## config.mk

```make
export PLATFORM = sky130hd
export DESIGN_NAME = cag_gain_writer
export DESIGN_NICKNAME = d
export VERILOG_FILES = /design/src/common/cag_pkg.sv /design/src/cag_gain_writer.sv
export SDC_FILE = /design/constraint.sdc
export NUM_CORES = 1
export LEC_CHECK = 0
export BUFFER_PORTS_ARGS = -buffer_cell sky130_fd_sc_hd__buf_4
export CORE_MARGIN = 4
export CORE_UTILIZATION = 35
export DETAILED_ROUTE_END_ITERATION = 8
export GPL_TIMING_DRIVEN = 0
export PLACE_DENSITY = 0.62
export SLEW_MARGIN = 20
export SYNTH_ARGS = -nofsm -noshare
export SYNTH_HDL_FRONTEND = slang
export SYNTH_SLANG_ARGS = --single-unit
```

## constraint.sdc

```tcl
create_clock -name MCLK_I -period 4.4 [get_ports MCLK_I]
set_clock_uncertainty 0.15 [all_clocks]
set_input_delay 1.1 -clock MCLK_I [delete_from_list [all_inputs] [get_ports MCLK_I]]
set_output_delay 1.1 -clock MCLK_I [all_outputs]
set_load 0.02 [all_outputs]
```

## src/common/cag_pkg.sv

```systemverilog
package cag_pkg;
  localparam int unsigned GAIN_W = 8;
  localparam int unsigned NPROF = 4;
  localparam int unsigned PROF_W = 2;
  localparam int unsigned ADDR_W = 8;
  localparam int unsigned DATA_W = 32;

  localparam logic [ADDR_W-1:0] ADDR_CTRL = 8'h00;
  localparam logic [ADDR_W-1:0] ADDR_GAIN0 = 8'h04;
  localparam logic [ADDR_W-1:0] ADDR_GAIN1 = 8'h08;
  localparam logic [ADDR_W-1:0] ADDR_GAIN2 = 8'h0C;
  localparam logic [ADDR_W-1:0] ADDR_GAIN3 = 8'h10;
  localparam logic [ADDR_W-1:0] ADDR_STATUS = 8'h14;

  localparam int unsigned CTRL_SOFT_RST_BIT = 5;
  localparam int unsigned CTRL_PROF_LSB = 0;
  localparam int unsigned STAT_BUSY_BIT = 0;
  localparam int unsigned STAT_PROF_LSB = 4;
  localparam int unsigned STAT_GAIN_LSB = 8;

  localparam logic [GAIN_W-1:0] GAIN_RST = 8'h00;
  localparam logic [PROF_W-1:0] PROF_RST = 2'h0;

  localparam int unsigned CLK_PERIOD_NS = 4;
  localparam int unsigned SCLK_HALF_NS = 16;
  localparam int unsigned HALF_CYC = (SCLK_HALF_NS + CLK_PERIOD_NS - 1) / CLK_PERIOD_NS;
  localparam int unsigned STABLE_CYC = 48;
  localparam int unsigned XFER_MAX_CYC = 200;

  typedef enum logic [2:0] {
    ST_IDLE = 3'b000,
    ST_LEAD = 3'b001,
    ST_BIT_LO = 3'b010,
    ST_BIT_HI = 3'b011,
    ST_TRAIL = 3'b100
  } cag_state_t;
endpackage

```

## src/cag_gain_writer.sv

```systemverilog
`timescale 1ns/1ps
`default_nettype none
module cag_gain_writer (
  input wire logic MCLK_I,
  input wire logic RST_N_I,
  input wire logic CE_I,
  input wire logic PSEL_I,
  input wire logic PENABLE_I,
  input wire logic PWRITE_I,
  input wire logic [cag_pkg::ADDR_W-1:0] PADDR_I,
  input wire logic [cag_pkg::DATA_W-1:0] PWDATA_I,
  output logic [cag_pkg::DATA_W-1:0] PRDATA_O,
  output logic PREADY_O,
  output logic PSLVERR_O,
  input wire logic [cag_pkg::PROF_W-1:0] PROFILE_I,
  output logic AMP_WRITE_STROBE_N_O,
  output logic AMP_SCLK_O,
  output logic AMP_SDATA_O
);

  ////////////////////////////////////////////////////////////////////////////
  // helpers

  function automatic logic addr_mapped(input logic [cag_pkg::ADDR_W-1:0] a);
    addr_mapped = (a == cag_pkg::ADDR_CTRL) || (a == cag_pkg::ADDR_GAIN0) ||
                  (a == cag_pkg::ADDR_GAIN1) || (a == cag_pkg::ADDR_GAIN2) ||
                  (a == cag_pkg::ADDR_GAIN3) || (a == cag_pkg::ADDR_STATUS);
  endfunction

  function automatic logic [cag_pkg::PROF_W-1:0] gain_index(input logic [cag_pkg::ADDR_W-1:0] a);
    logic [cag_pkg::ADDR_W-1:0] d;
    d = a - cag_pkg::ADDR_GAIN0;
    gain_index = d[cag_pkg::PROF_W+1:2];
  endfunction

  function automatic logic is_gain_addr(input logic [cag_pkg::ADDR_W-1:0] a);
    is_gain_addr = (a == cag_pkg::ADDR_GAIN0) || (a == cag_pkg::ADDR_GAIN1) ||
                   (a == cag_pkg::ADDR_GAIN2) || (a == cag_pkg::ADDR_GAIN3);
  endfunction

  ////////////////////////////////////////////////////////////////////////////
  // state

  localparam int unsigned DEB_W = 7;
  localparam int unsigned TMR_W = 4;
  localparam logic [DEB_W-1:0] DEB_DONE = DEB_W'(cag_pkg::STABLE_CYC);
  localparam logic [TMR_W-1:0] TMR_LAST = TMR_W'(cag_pkg::HALF_CYC - 1);
  localparam logic [2:0] BIT_LAST = 3'h7;

  logic [cag_pkg::PROF_W-1:0] prof_s1_r;
  logic [cag_pkg::PROF_W-1:0] prof_s2_r;
  logic [cag_pkg::GAIN_W-1:0] gain_r [cag_pkg::NPROF];
  logic [cag_pkg::GAIN_W-1:0] gain_nxt [cag_pkg::NPROF];
  logic [cag_pkg::PROF_W-1:0] swprof_r, swprof_nxt;
  logic [cag_pkg::DATA_W-1:0] prdata_r, prdata_nxt;
  logic [cag_pkg::GAIN_W-1:0] seen_r, seen_nxt;
  logic [DEB_W-1:0] deb_r, deb_nxt;
  logic [cag_pkg::GAIN_W-1:0] applied_r, applied_nxt;
  logic pend_r, pend_nxt;
  cag_pkg::cag_state_t state_r, state_nxt;
  logic [TMR_W-1:0] tmr_r, tmr_nxt;
  logic [2:0] bit_r, bit_nxt;
  logic [cag_pkg::GAIN_W-1:0] shift_r, shift_nxt;
  logic strobe_n_r, strobe_n_nxt;
  logic sclk_r, sclk_nxt;
  logic sdata_r, sdata_nxt;

  logic [cag_pkg::PROF_W-1:0] eff_prof;
  logic [cag_pkg::GAIN_W-1:0] target;
  logic wr_acc;
  logic soft_rst;

  ////////////////////////////////////////////////////////////////////////////
  // apb slave, zero wait states

  assign PREADY_O = 1'b1;
  assign PSLVERR_O = PSEL_I & PENABLE_I & ~addr_mapped(PADDR_I);
  assign PRDATA_O = prdata_r;
  assign wr_acc = PSEL_I & PENABLE_I & PWRITE_I & addr_mapped(PADDR_I);
  assign soft_rst = wr_acc && (PADDR_I == cag_pkg::ADDR_CTRL) && PWDATA_I[cag_pkg::CTRL_SOFT_RST_BIT];

  // pins combined with software select bits
  assign eff_prof = prof_s2_r ^ swprof_r;
  assign target = gain_r[eff_prof];

  always_comb begin
    for (int i = 0; i < cag_pkg::NPROF; i++) begin
      gain_nxt[i] = gain_r[i];
    end
    swprof_nxt = swprof_r;
    prdata_nxt = prdata_r;
    if (soft_rst) begin
      for (int i = 0; i < cag_pkg::NPROF; i++) begin
        gain_nxt[i] = cag_pkg::GAIN_RST;
      end
      swprof_nxt = cag_pkg::PROF_RST;
    end else if (wr_acc) begin
      if (PADDR_I == cag_pkg::ADDR_CTRL) begin
        swprof_nxt = PWDATA_I[cag_pkg::CTRL_PROF_LSB +: cag_pkg::PROF_W];
      end else if (is_gain_addr(PADDR_I)) begin
        gain_nxt[gain_index(PADDR_I)] = PWDATA_I[cag_pkg::GAIN_W-1:0];
      end
    end
    if (PSEL_I && !PENABLE_I) begin
      prdata_nxt = '0;
      if (PADDR_I == cag_pkg::ADDR_CTRL) begin
        prdata_nxt[cag_pkg::CTRL_PROF_LSB +: cag_pkg::PROF_W] = swprof_r;
      end else if (is_gain_addr(PADDR_I)) begin
        prdata_nxt[cag_pkg::GAIN_W-1:0] = gain_r[gain_index(PADDR_I)];
      end else if (PADDR_I == cag_pkg::ADDR_STATUS) begin
        prdata_nxt[cag_pkg::STAT_BUSY_BIT] = (state_r != cag_pkg::ST_IDLE);
        prdata_nxt[cag_pkg::STAT_PROF_LSB +: cag_pkg::PROF_W] = eff_prof;
        prdata_nxt[cag_pkg::STAT_GAIN_LSB +: cag_pkg::GAIN_W] = applied_r;
      end
    end
  end

  always_ff @(posedge MCLK_I) begin
    if (!RST_N_I) begin
      for (int i = 0; i < cag_pkg::NPROF; i++) begin
        gain_r[i] <= cag_pkg::GAIN_RST;
      end
      swprof_r <= cag_pkg::PROF_RST;
      prdata_r <= '0;
      prof_s1_r <= cag_pkg::PROF_RST;
      prof_s2_r <= cag_pkg::PROF_RST;
    end else if (CE_I) begin
      gain_r <= gain_nxt;
      swprof_r <= swprof_nxt;
      prdata_r <= prdata_nxt;
      prof_s1_r <= PROFILE_I;
      prof_s2_r <= prof_s1_r;
    end
  end

  ////////////////////////////////////////////////////////////////////////////
  // trigger and debounce

  always_comb begin
    seen_nxt = target;
    deb_nxt = deb_r;
    if (target != seen_r) begin
      deb_nxt = '0;
    end else if (deb_r != DEB_DONE) begin
      deb_nxt = deb_r + 1'b1;
    end
  end

  ////////////////////////////////////////////////////////////////////////////
  // serial writer

  always_comb begin
    state_nxt = state_r;
    tmr_nxt = tmr_r;
    bit_nxt = bit_r;
    shift_nxt = shift_r;
    strobe_n_nxt = strobe_n_r;
    sclk_nxt = sclk_r;
    sdata_nxt = sdata_r;
    applied_nxt = applied_r;
    pend_nxt = pend_r;
    if (state_r != cag_pkg::ST_IDLE) begin
      tmr_nxt = (tmr_r == TMR_LAST) ? '0 : tmr_r + 1'b1;
    end
    case (state_r)
      cag_pkg::ST_IDLE: begin
        // mismatch against applied gain covers profile, gain and soft-reset triggers
        if (deb_r == DEB_DONE && target == seen_r && (target != applied_r || pend_r)) begin
          state_nxt = cag_pkg::ST_LEAD;
          strobe_n_nxt = 1'b0;
          shift_nxt = target;
          applied_nxt = target;
          pend_nxt = 1'b0;
          tmr_nxt = '0;
          bit_nxt = '0;
        end
      end
      cag_pkg::ST_LEAD: begin
        if (tmr_r == TMR_LAST) begin
          state_nxt = cag_pkg::ST_BIT_LO;
          sdata_nxt = shift_r[cag_pkg::GAIN_W-1];
        end
      end
      cag_pkg::ST_BIT_LO: begin
        if (tmr_r == TMR_LAST) begin
          state_nxt = cag_pkg::ST_BIT_HI;
          sclk_nxt = 1'b1;
        end
      end
      cag_pkg::ST_BIT_HI: begin
        if (tmr_r == TMR_LAST) begin
          sclk_nxt = 1'b0;
          if (bit_r == BIT_LAST) begin
            state_nxt = cag_pkg::ST_TRAIL;
          end else begin
            state_nxt = cag_pkg::ST_BIT_LO;
            bit_nxt = bit_r + 1'b1;
            shift_nxt = {shift_r[cag_pkg::GAIN_W-2:0], 1'b0};
            sdata_nxt = shift_r[cag_pkg::GAIN_W-2];
          end
        end
      end
      cag_pkg::ST_TRAIL: begin
        if (tmr_r == TMR_LAST) begin
          state_nxt = cag_pkg::ST_IDLE;
          strobe_n_nxt = 1'b1;
          sdata_nxt = 1'b0;
        end
      end
      default: begin
        state_nxt = cag_pkg::ST_IDLE;
        strobe_n_nxt = 1'b1;
        sclk_nxt = 1'b0;
        sdata_nxt = 1'b0;
      end
    endcase
    // no abort path: triggers are only looked at in idle
  end

  always_ff @(posedge MCLK_I) begin
    if (!RST_N_I) begin
      seen_r <= cag_pkg::GAIN_RST;
      deb_r <= '0;
      applied_r <= cag_pkg::GAIN_RST;
      pend_r <= 1'b1;
      state_r <= cag_pkg::ST_IDLE;
      tmr_r <= '0;
      bit_r <= '0;
      shift_r <= cag_pkg::GAIN_RST;
      strobe_n_r <= 1'b1;
      sclk_r <= 1'b0;
      sdata_r <= 1'b0;
    end else if (CE_I) begin
      seen_r <= seen_nxt;
      deb_r <= deb_nxt;
      applied_r <= applied_nxt;
      pend_r <= pend_nxt;
      state_r <= state_nxt;
      tmr_r <= tmr_nxt;
      bit_r <= bit_nxt;
      shift_r <= shift_nxt;
      strobe_n_r <= strobe_n_nxt;
      sclk_r <= sclk_nxt;
      sdata_r <= sdata_nxt;
    end
  end

  assign AMP_WRITE_STROBE_N_O = strobe_n_r;
  assign AMP_SCLK_O = sclk_r;
  assign AMP_SDATA_O = sdata_r;

endmodule
`default_nettype wire

```

==> reports/metrics.csv, run 1 <==
stage,metric,value,unit
status,outcome,"complete, no violations",
sta,Slew HR,34.4,%
synthesis,most numerous cell in the Yosys netlist,dfxtp_1,
route,wire per inst,16.5,um
floorplan,I/O pin count,85,
sta,min Tclk post-route,4.19,ns
critical_path,Top delay family on crit path,buffers and inverters,
floorplan,# rows,43,
finish,share of cells above drive strength 1,15.2,%
critical_path,Setup crit start kind,primary input,
finish,Seq. cell area,1980,um2
route,Post-Route WL,13200,um
sta,f_max,239,MHz
critical_path,worst r2r path cells,9,
route,post-route ant nets,0,
min_path,Worst Hold Class,register to register,
critical_path,crit path kind,primary input to primary output,
cts,post-cts resize count,0,
floorplan,die width,129,um
finish,Area Overhead vs Synth,17.2,%
power_and_ir_drop,PwrDens,307,nW/um2
cts,CTS tree,yes,
synthesis,top post-synthesis cells by count,"99 x dfxtp_1, 74 x nand2_1, 42 x nor2b_1, 28 x clkbuf_1, 25 x a22oi_1",
sta,fin. max-slew vios,0,
floorplan,Die Ht,129,um
synthesis,ys async rst share,0,%
synthesis,top cell type's share of synthesized area,38.7,%
placed_design,PortBufs,41,
cts,later-pin clock latency in the skew report,0.35,ns
critical_path,"slowest stage delay, CP",0.49,ns
sta,period utilization,95.2,%
synthesis,Area contributors post-synth,"dfxtp_1 39%, nand2_1 5.4%, mux4_2 5.3%",
critical_path,Buf/Inv on CP,4,
grt,initial antenna violation count,0,
placed_design,detailed placer's ending HPWL,9900,um
finish,Filler Cell Count,1432,
sta,Final setup viols,0,
critical_path,Crit path required time,3.15,ns
route,DRT Pass-1 Iters,5,
floorplan,initial core utilization,36.3,%
cts,Clock transition at path regs,0.07,ns
finish,layout net count,677,
min_path,worst hold stages,2,
critical_path,"Arr. time, crit path",2.94,ns
sta,final hold violation count,0,
route,DRC,0,
cts,CTS sink count,99,
synthesis,Yosys cell types,54,
route,initial DRC count,185,
synthesis,Ys Warns,0,
cts,"Hold-fix buffers, CTS",0,
grt,first-pass GRT wire length,21300,um
grt,largest net degree at the start of global routing,16,
cts,CTS H-Tree Depth,3,
sta,RSZ-0062 raised after global routing,no,
synthesis,most common flop cell mapped by yosys,dfxtp_1,
cts,clock root cell,clkbuf_16,
synthesis,number of synthesized flops with an enable pin,0,
critical_path,CP most frequent cell,buf_4,
finish,diode count,0,
cts,CTS Buf Count,9,
critical_path,CP Capture Type,primary output,
cts,Post-CTS Setup Bufs,0,
placed_design,RePlAce Congestion,0.851,
power_and_ir_drop,Pwr Total,1.84,mW
route,via count,4195,
critical_path,CP max-delay cell,clkbuf_1,
synthesis,Mapped Area,5110,um2
floorplan,CORE AREA,14100,um2
route,vias per std cell,5.22,
synthesis,leading area contributor after synthesis,dfxtp_1,
floorplan,Total Die Area,16600,um2
synthesis,Post-Synthesis Cells,553,
synthesis,"FF+latch count, synth",99,
power_and_ir_drop,peak supply drop,0.179,mV
synthesis,"Avg Cell Area, Syn",9.25,um2
sta,setup_tns,0,ns
finish,Multi-input gate area,2910,um2
grt,gr usage total,16.3,%
grt,GRT overflow,0,
grt,vias in the first global route,4171,
sta,WHS,0.305,ns
job,Max-Cap Viols,0,
power_and_ir_drop,Leakage,2.44,nW
synthesis,sequential fraction of the synthesis area,38.7,%
critical_path,crit path max fanout,9,
critical_path,"Critical Path, Cell by Cell",buf_4 > clkbuf_1 > inv_1 > ha_1 > o31ai_1 > a21oi_1 > nor2_1 > buf_4,
critical_path,CP Depth,8,
sta,actual slew at the worst max-slew pin,0.981,ns
cts,clk buf depth,2,
[cell type report]
type	instances	share of cell area, %
sequential	99	33.1
timing repair buffer	41	5.13
inverter	6	0.376
clock buffer	10	3.99
tap	180	3.76
clock inverter	4	0.876
multi-input combinational	413	48.5
buffer	50	4.34
[worst register-to-register path: stages (launching register included)]
cell      delay (ns)
dfxtp_1         0.40
xor2_1          0.79
mux4_1          0.58
xor2_1          0.24
nor4_4          0.32
nand4_4         0.20
nor4_4          0.50
buf_2           0.31
nand2_1         0.08
a21boi_1        0.16
[layer usage]
layer / global-route usage [%] / up-vias / share of wire, %
li1: - / 2056 / -
met1: 18.7 / 1998 / 41
met2: 29.6 / 116 / 51
met3: 2.86 / 25 / 5.0
met5: 0 / - / 0
met4: 6.86 / 0 / 2.8
[flip-flops by register name (all words and copies together), names as in the netlist, 2 cells and up]
name	flops
PRDATA_O	16
applied_r	8
bit_r	3
deb_r	7
gain_r	32
prof_s1_r	2
prof_s2_r	2
seen_r	8
shift_r	8
state_r	3
swprof_r	2
tmr_r	4
[kinds of logic after synthesis]
kind of cell / synth area share, %
AOI/OAI and AO/OA: 14.9
xor gates and xnor gates: 4.26
DFF: 38.7
buffers and inverters: 5.53
other: 0.147
adders and majority gates: 2.20
muxes: 11.6
and+or+nand+nor: 22.6
[through the flow]
step / utilization, % / cell area [um2] / std cells / worst slack, ns
2_1_floorplan: - / 5170 / 568 / 0.627
3_3_place_gp: 40.5 / 5700 / 789 / 0.221
3_5_place_dp: 40.5 / 5700 / 789 / 0.220
4_1_cts: 42.5 / 6000 / 803 / 0.187
5_1_grt: 42.5 / 6000 / 803 / 0.00960
6_report: 42.5 / 6000 / 803 / 0.209
[worst paths after layout]
path	endpoint	from	slack, ns
hold reg to reg	shift_r[0]	shift_r[0]	0.30
setup / recovery	PSLVERR_O	PADDR_I[2]	0.21
setup reg to reg	applied_r[4]	swprof_r[0]	0.58
hold / removal	shift_r[0]	shift_r[0]	0.30
[report_power, final]
| part | total (mW) | switching, mW | leakage [nW] | internal (mW) |
|---|---|---|---|---|
| Combinational | 0.141 | 0.0812 | 1.50 | 0.0597 |
| Sequential | 0.907 | 0.00510 | 0.799 | 0.901 |
| Clock | 0.790 | 0.339 | 0.144 | 0.451 |
[cells in the final DEF (no fill, tap or decap), types with 10 or more instances in the layout]
master and instances:
a22oi_1 25, nand3_1 23, clkbuf_1 28, xor2_1 11
mux4_2 12, and2_1 10, o21ai_0 21, nor2b_1 42
conb_1 17, mux2i_1 22, a21oi_1 11, a21boi_0 15
xnor2_1 12, nand2_1 74, buf_4 58, dfxtp_1 99
nor2_1 21
No activity file was read; power rests on OpenSTA's default activity.
==> run 2, diff against run 1 <==
--- a/config.mk
+++ b/config.mk
@@ -5,12 +5,13 @@
 export SDC_FILE = /design/constraint.sdc
 export NUM_CORES = 1
 export LEC_CHECK = 0
+export ABC_AREA = 1
 export BUFFER_PORTS_ARGS = -buffer_cell sky130_fd_sc_hd__buf_4
 export CORE_MARGIN = 4
 export CORE_UTILIZATION = 35
 export DETAILED_ROUTE_END_ITERATION = 8
 export GPL_TIMING_DRIVEN = 0
-export PLACE_DENSITY = 0.62
+export PLACE_DENSITY = 0.61
 export SLEW_MARGIN = 20
 export SYNTH_ARGS = -nofsm -noshare
 export SYNTH_HDL_FRONTEND = slang
==> reports/metrics.csv, run 2 <==
stage,metric,value,unit
synthesis,most common flop cell mapped by yosys,dfxtp_1,
synthesis,most numerous cell in the Yosys netlist,nand2_1,
power_and_ir_drop,peak supply drop,0.167,mV
route,post-route ant nets,0,
synthesis,ys async rst share,0,%
power_and_ir_drop,Leakage,3.07,nW
power_and_ir_drop,Logic pwr share,29.7,%
status,outcome,"complete, no violations",
cts,clk buf depth,2,
grt,initial antenna violation count,0,
sta,period utilization,94.0,%
cts,Clock transition at path regs,0.07,ns
cts,Post-CTS Setup Bufs,0,
critical_path,CP max-delay cell,ha_1,
sta,final hold violation count,0,
critical_path,CP most frequent cell,buf_4,
finish,layout net count,1012,
finish,Non-Filler Instances,1176,
critical_path,Top delay family on crit path,buffers and inverters,
power_and_ir_drop,Switching Fraction,34.1,%
sta,f_max,242,MHz
critical_path,"Critical Path, Cell by Cell",buf_4 > clkinv_1 > ha_1 > clkbuf_1 > o31ai_1 > nand2_1 > inv_1 > nand3_1 > nor2_1 > buf_4,
synthesis,Mapped Area,5710,um2
synthesis,"FF+latch count, synth",99,
cts,later-pin clock latency in the skew report,0.36,ns
sta,fin. max-slew vios,0,
critical_path,"slowest stage delay, CP",0.30,ns
critical_path,Setup crit start kind,primary input,
power_and_ir_drop,Int Pwr,1.91,mW
route,DRC,0,
sta,min Tclk post-route,4.14,ns
sta,actual slew at the worst max-slew pin,0.852,ns
route,initial DRC count,391,
synthesis,leading area contributor after synthesis,dfxtp_1,
floorplan,CORE AREA,15900,um2
critical_path,Crit path required time,3.15,ns
route,via count,5753,
power_and_ir_drop,sequential power share,36.1,%
route,vias per std cell,4.89,
synthesis,Yosys cell types,38,
grt,first-pass GRT wire length,26700,um
synthesis,Post-Synthesis Cells,887,
critical_path,crit path max fanout,11,
synthesis,Ys Warns,0,
grt,gr busiest metal,met2,
power_and_ir_drop,clock network fraction of total power,34.2,%
floorplan,Total Die Area,18400,um2
finish,share of cells above drive strength 1,12.2,%
finish,Top reg by flops,gain_r,
placed_design,detailed placer's ending HPWL,12700,um
placed_design,PortBufs,42,
cts,clock root cell,clkbuf_16,
sta,RSZ-0062 raised after global routing,no,
grt,GR Layer Usage met3,2.41,%
finish,diode count,0,
job,Max-Cap Viols,0,
sta,WHS,0.303,ns
cts,CTS sink count,99,
sta,setup_tns,0,ns
critical_path,crit path kind,primary input to primary output,
power_and_ir_drop,Pwr Total,2.90,mW
finish,Area Overhead vs Synth,17.8,%
grt,gr usage total,18.3,%
route,wire per inst,14.1,um
synthesis,sequential fraction of the synthesis area,34.7,%
critical_path,"Arr. time, crit path",2.89,ns
grt,met2 Usage GRT,28.1,%
synthesis,Area contributors post-synth,"dfxtp_1 35%, nand2_1 16%, a21oi_1 7.8%",
floorplan,Die Ht,136,um
power_and_ir_drop,sw power,0.992,mW
power_and_ir_drop,PwrDens,432,nW/um2
synthesis,top post-synthesis cells by count,"242 x nand2_1, 109 x inv_1, 99 x dfxtp_1, 89 x a21oi_1, 77 x nor2_1",
cts,CTS H-Tree Depth,3,
grt,GRT overflow,0,
critical_path,Buf/Inv on CP,5,
cts,post-cts resize count,0,
placed_design,RePlAce Congestion,0.946,
finish,Largest register FFs,32,
synthesis,number of synthesized flops with an enable pin,0,
min_path,Worst Hold Class,register to register,
finish,Filler Cell Count,1724,
finish,Multi-input gate area,3040,um2
synthesis,"Avg Cell Area, Syn",6.44,um2
grt,largest net degree at the start of global routing,17,
grt,grt met1 use,26.1,%
critical_path,CP Capture Type,primary output,
placed_design,placed cells,1160,
grt,vias in the first global route,5153,
floorplan,initial core utilization,35.8,%
route,DRT Pass-1 Iters,5,
floorplan,# rows,46,
cts,"Hold-fix buffers, CTS",0,
floorplan,I/O pin count,85,
route,Post-Route WL,16600,um
sta,Final setup viols,0,
cts,CTS Buf Count,9,
cts,CTS tree,yes,
sta,Slew HR,42.7,%
finish,most frequent cells in the layout,"242 x nand2_1, 109 x inv_1, 99 x dfxtp_1",
floorplan,die width,136,um
finish,Seq. cell area,1980,um2
synthesis,top cell type's share of synthesized area,34.7,%
finish,"commonest non-fill, non-tap cell in the layout",nand2_1,
-- run 2: changes by cell type after synthesis, sizes merged, moves of 11 or more --
cell / change
nand2: +184
inv: +106
a21oi: +78
nor2: +60
nand3: +46
nor2b: -42
o21ai: +38
a22oi: -25
a21boi: -23
mux2i: -22
mux4: -16
nand4: +16
and2: -11
-- run 2: final timing paths --
path                                   from         end  slack [ns]  depth (start not counted)
worst max-delay path             PADDR_I[2]   PSLVERR_O        0.26                         10
worst max register to register  swprof_r[0]  shift_r[5]        1.56                         19
worst min-delay path                 pend_r      pend_r        0.30                          2
worst min register to register       pend_r      pend_r        0.30                          2
-- run 2: cells by family after synthesis --
logic type | synth area share (%)
buffers and inverters | 13.1
DFF | 34.7
AOI/OAI and AO/OA | 14.8
adders and majority gates | 1.97
other | 0.131
and+or+nand+nor | 33.5
xor gates and xnor gates | 1.80
-- run 2: metal layers --
metal / vias to the layer above / wire length (um)
li1: 2948 / -
met1: 2613 / 8120
met2: 163 / 7170
met3: 29 / 842
met4: 0 / 443
met5: - / 0
-- run 2: cell type report --
| cell class | count | share of cell area [%] |
|---|---|---|
| multi-input combinational | 637 | 45.2 |
| clock inverter | 6 | 2.03 |
| tap | 216 | 4.02 |
| sequential | 99 | 29.4 |
| inverter | 116 | 6.47 |
| timing repair buffer | 42 | 4.68 |
| buffer | 50 | 4.63 |
| clock buffer | 10 | 3.55 |
-- run 2: tightest hold or removal path, cell delays in order (launching register included) --
cell     delay (ns)
dfxtp_1        0.31
nand2_1        0.06
nand2_1        0.04
-- run 2: through the flow --
stage	worst slack, ns	util [%]	instance area [um2]
CTS	0.243	42.2	6730
finish	0.262	42.2	6730
global placement	0.252	39.9	6350
global route	0.0519	42.2	6730
detailed placement	0.192	39.9	6350
floorplan	0.700	-	5770
-- run 2: power groups by stage --
| stage | Clock (mW) | Combinational [mW] | Sequential [mW] |
|---|---|---|---|
| after CTS | 1.01 | 0.866 | 1.05 |
| after floorplan | 0 | 0.641 | 1.07 |
| after global placement | 0 | 0.850 | 1.07 |
| final | 0.993 | 0.864 | 1.05 |
| after detailed placement | 0 | 0.862 | 1.07 |
| after global routing | 1.04 | 0.990 | 1.06 |
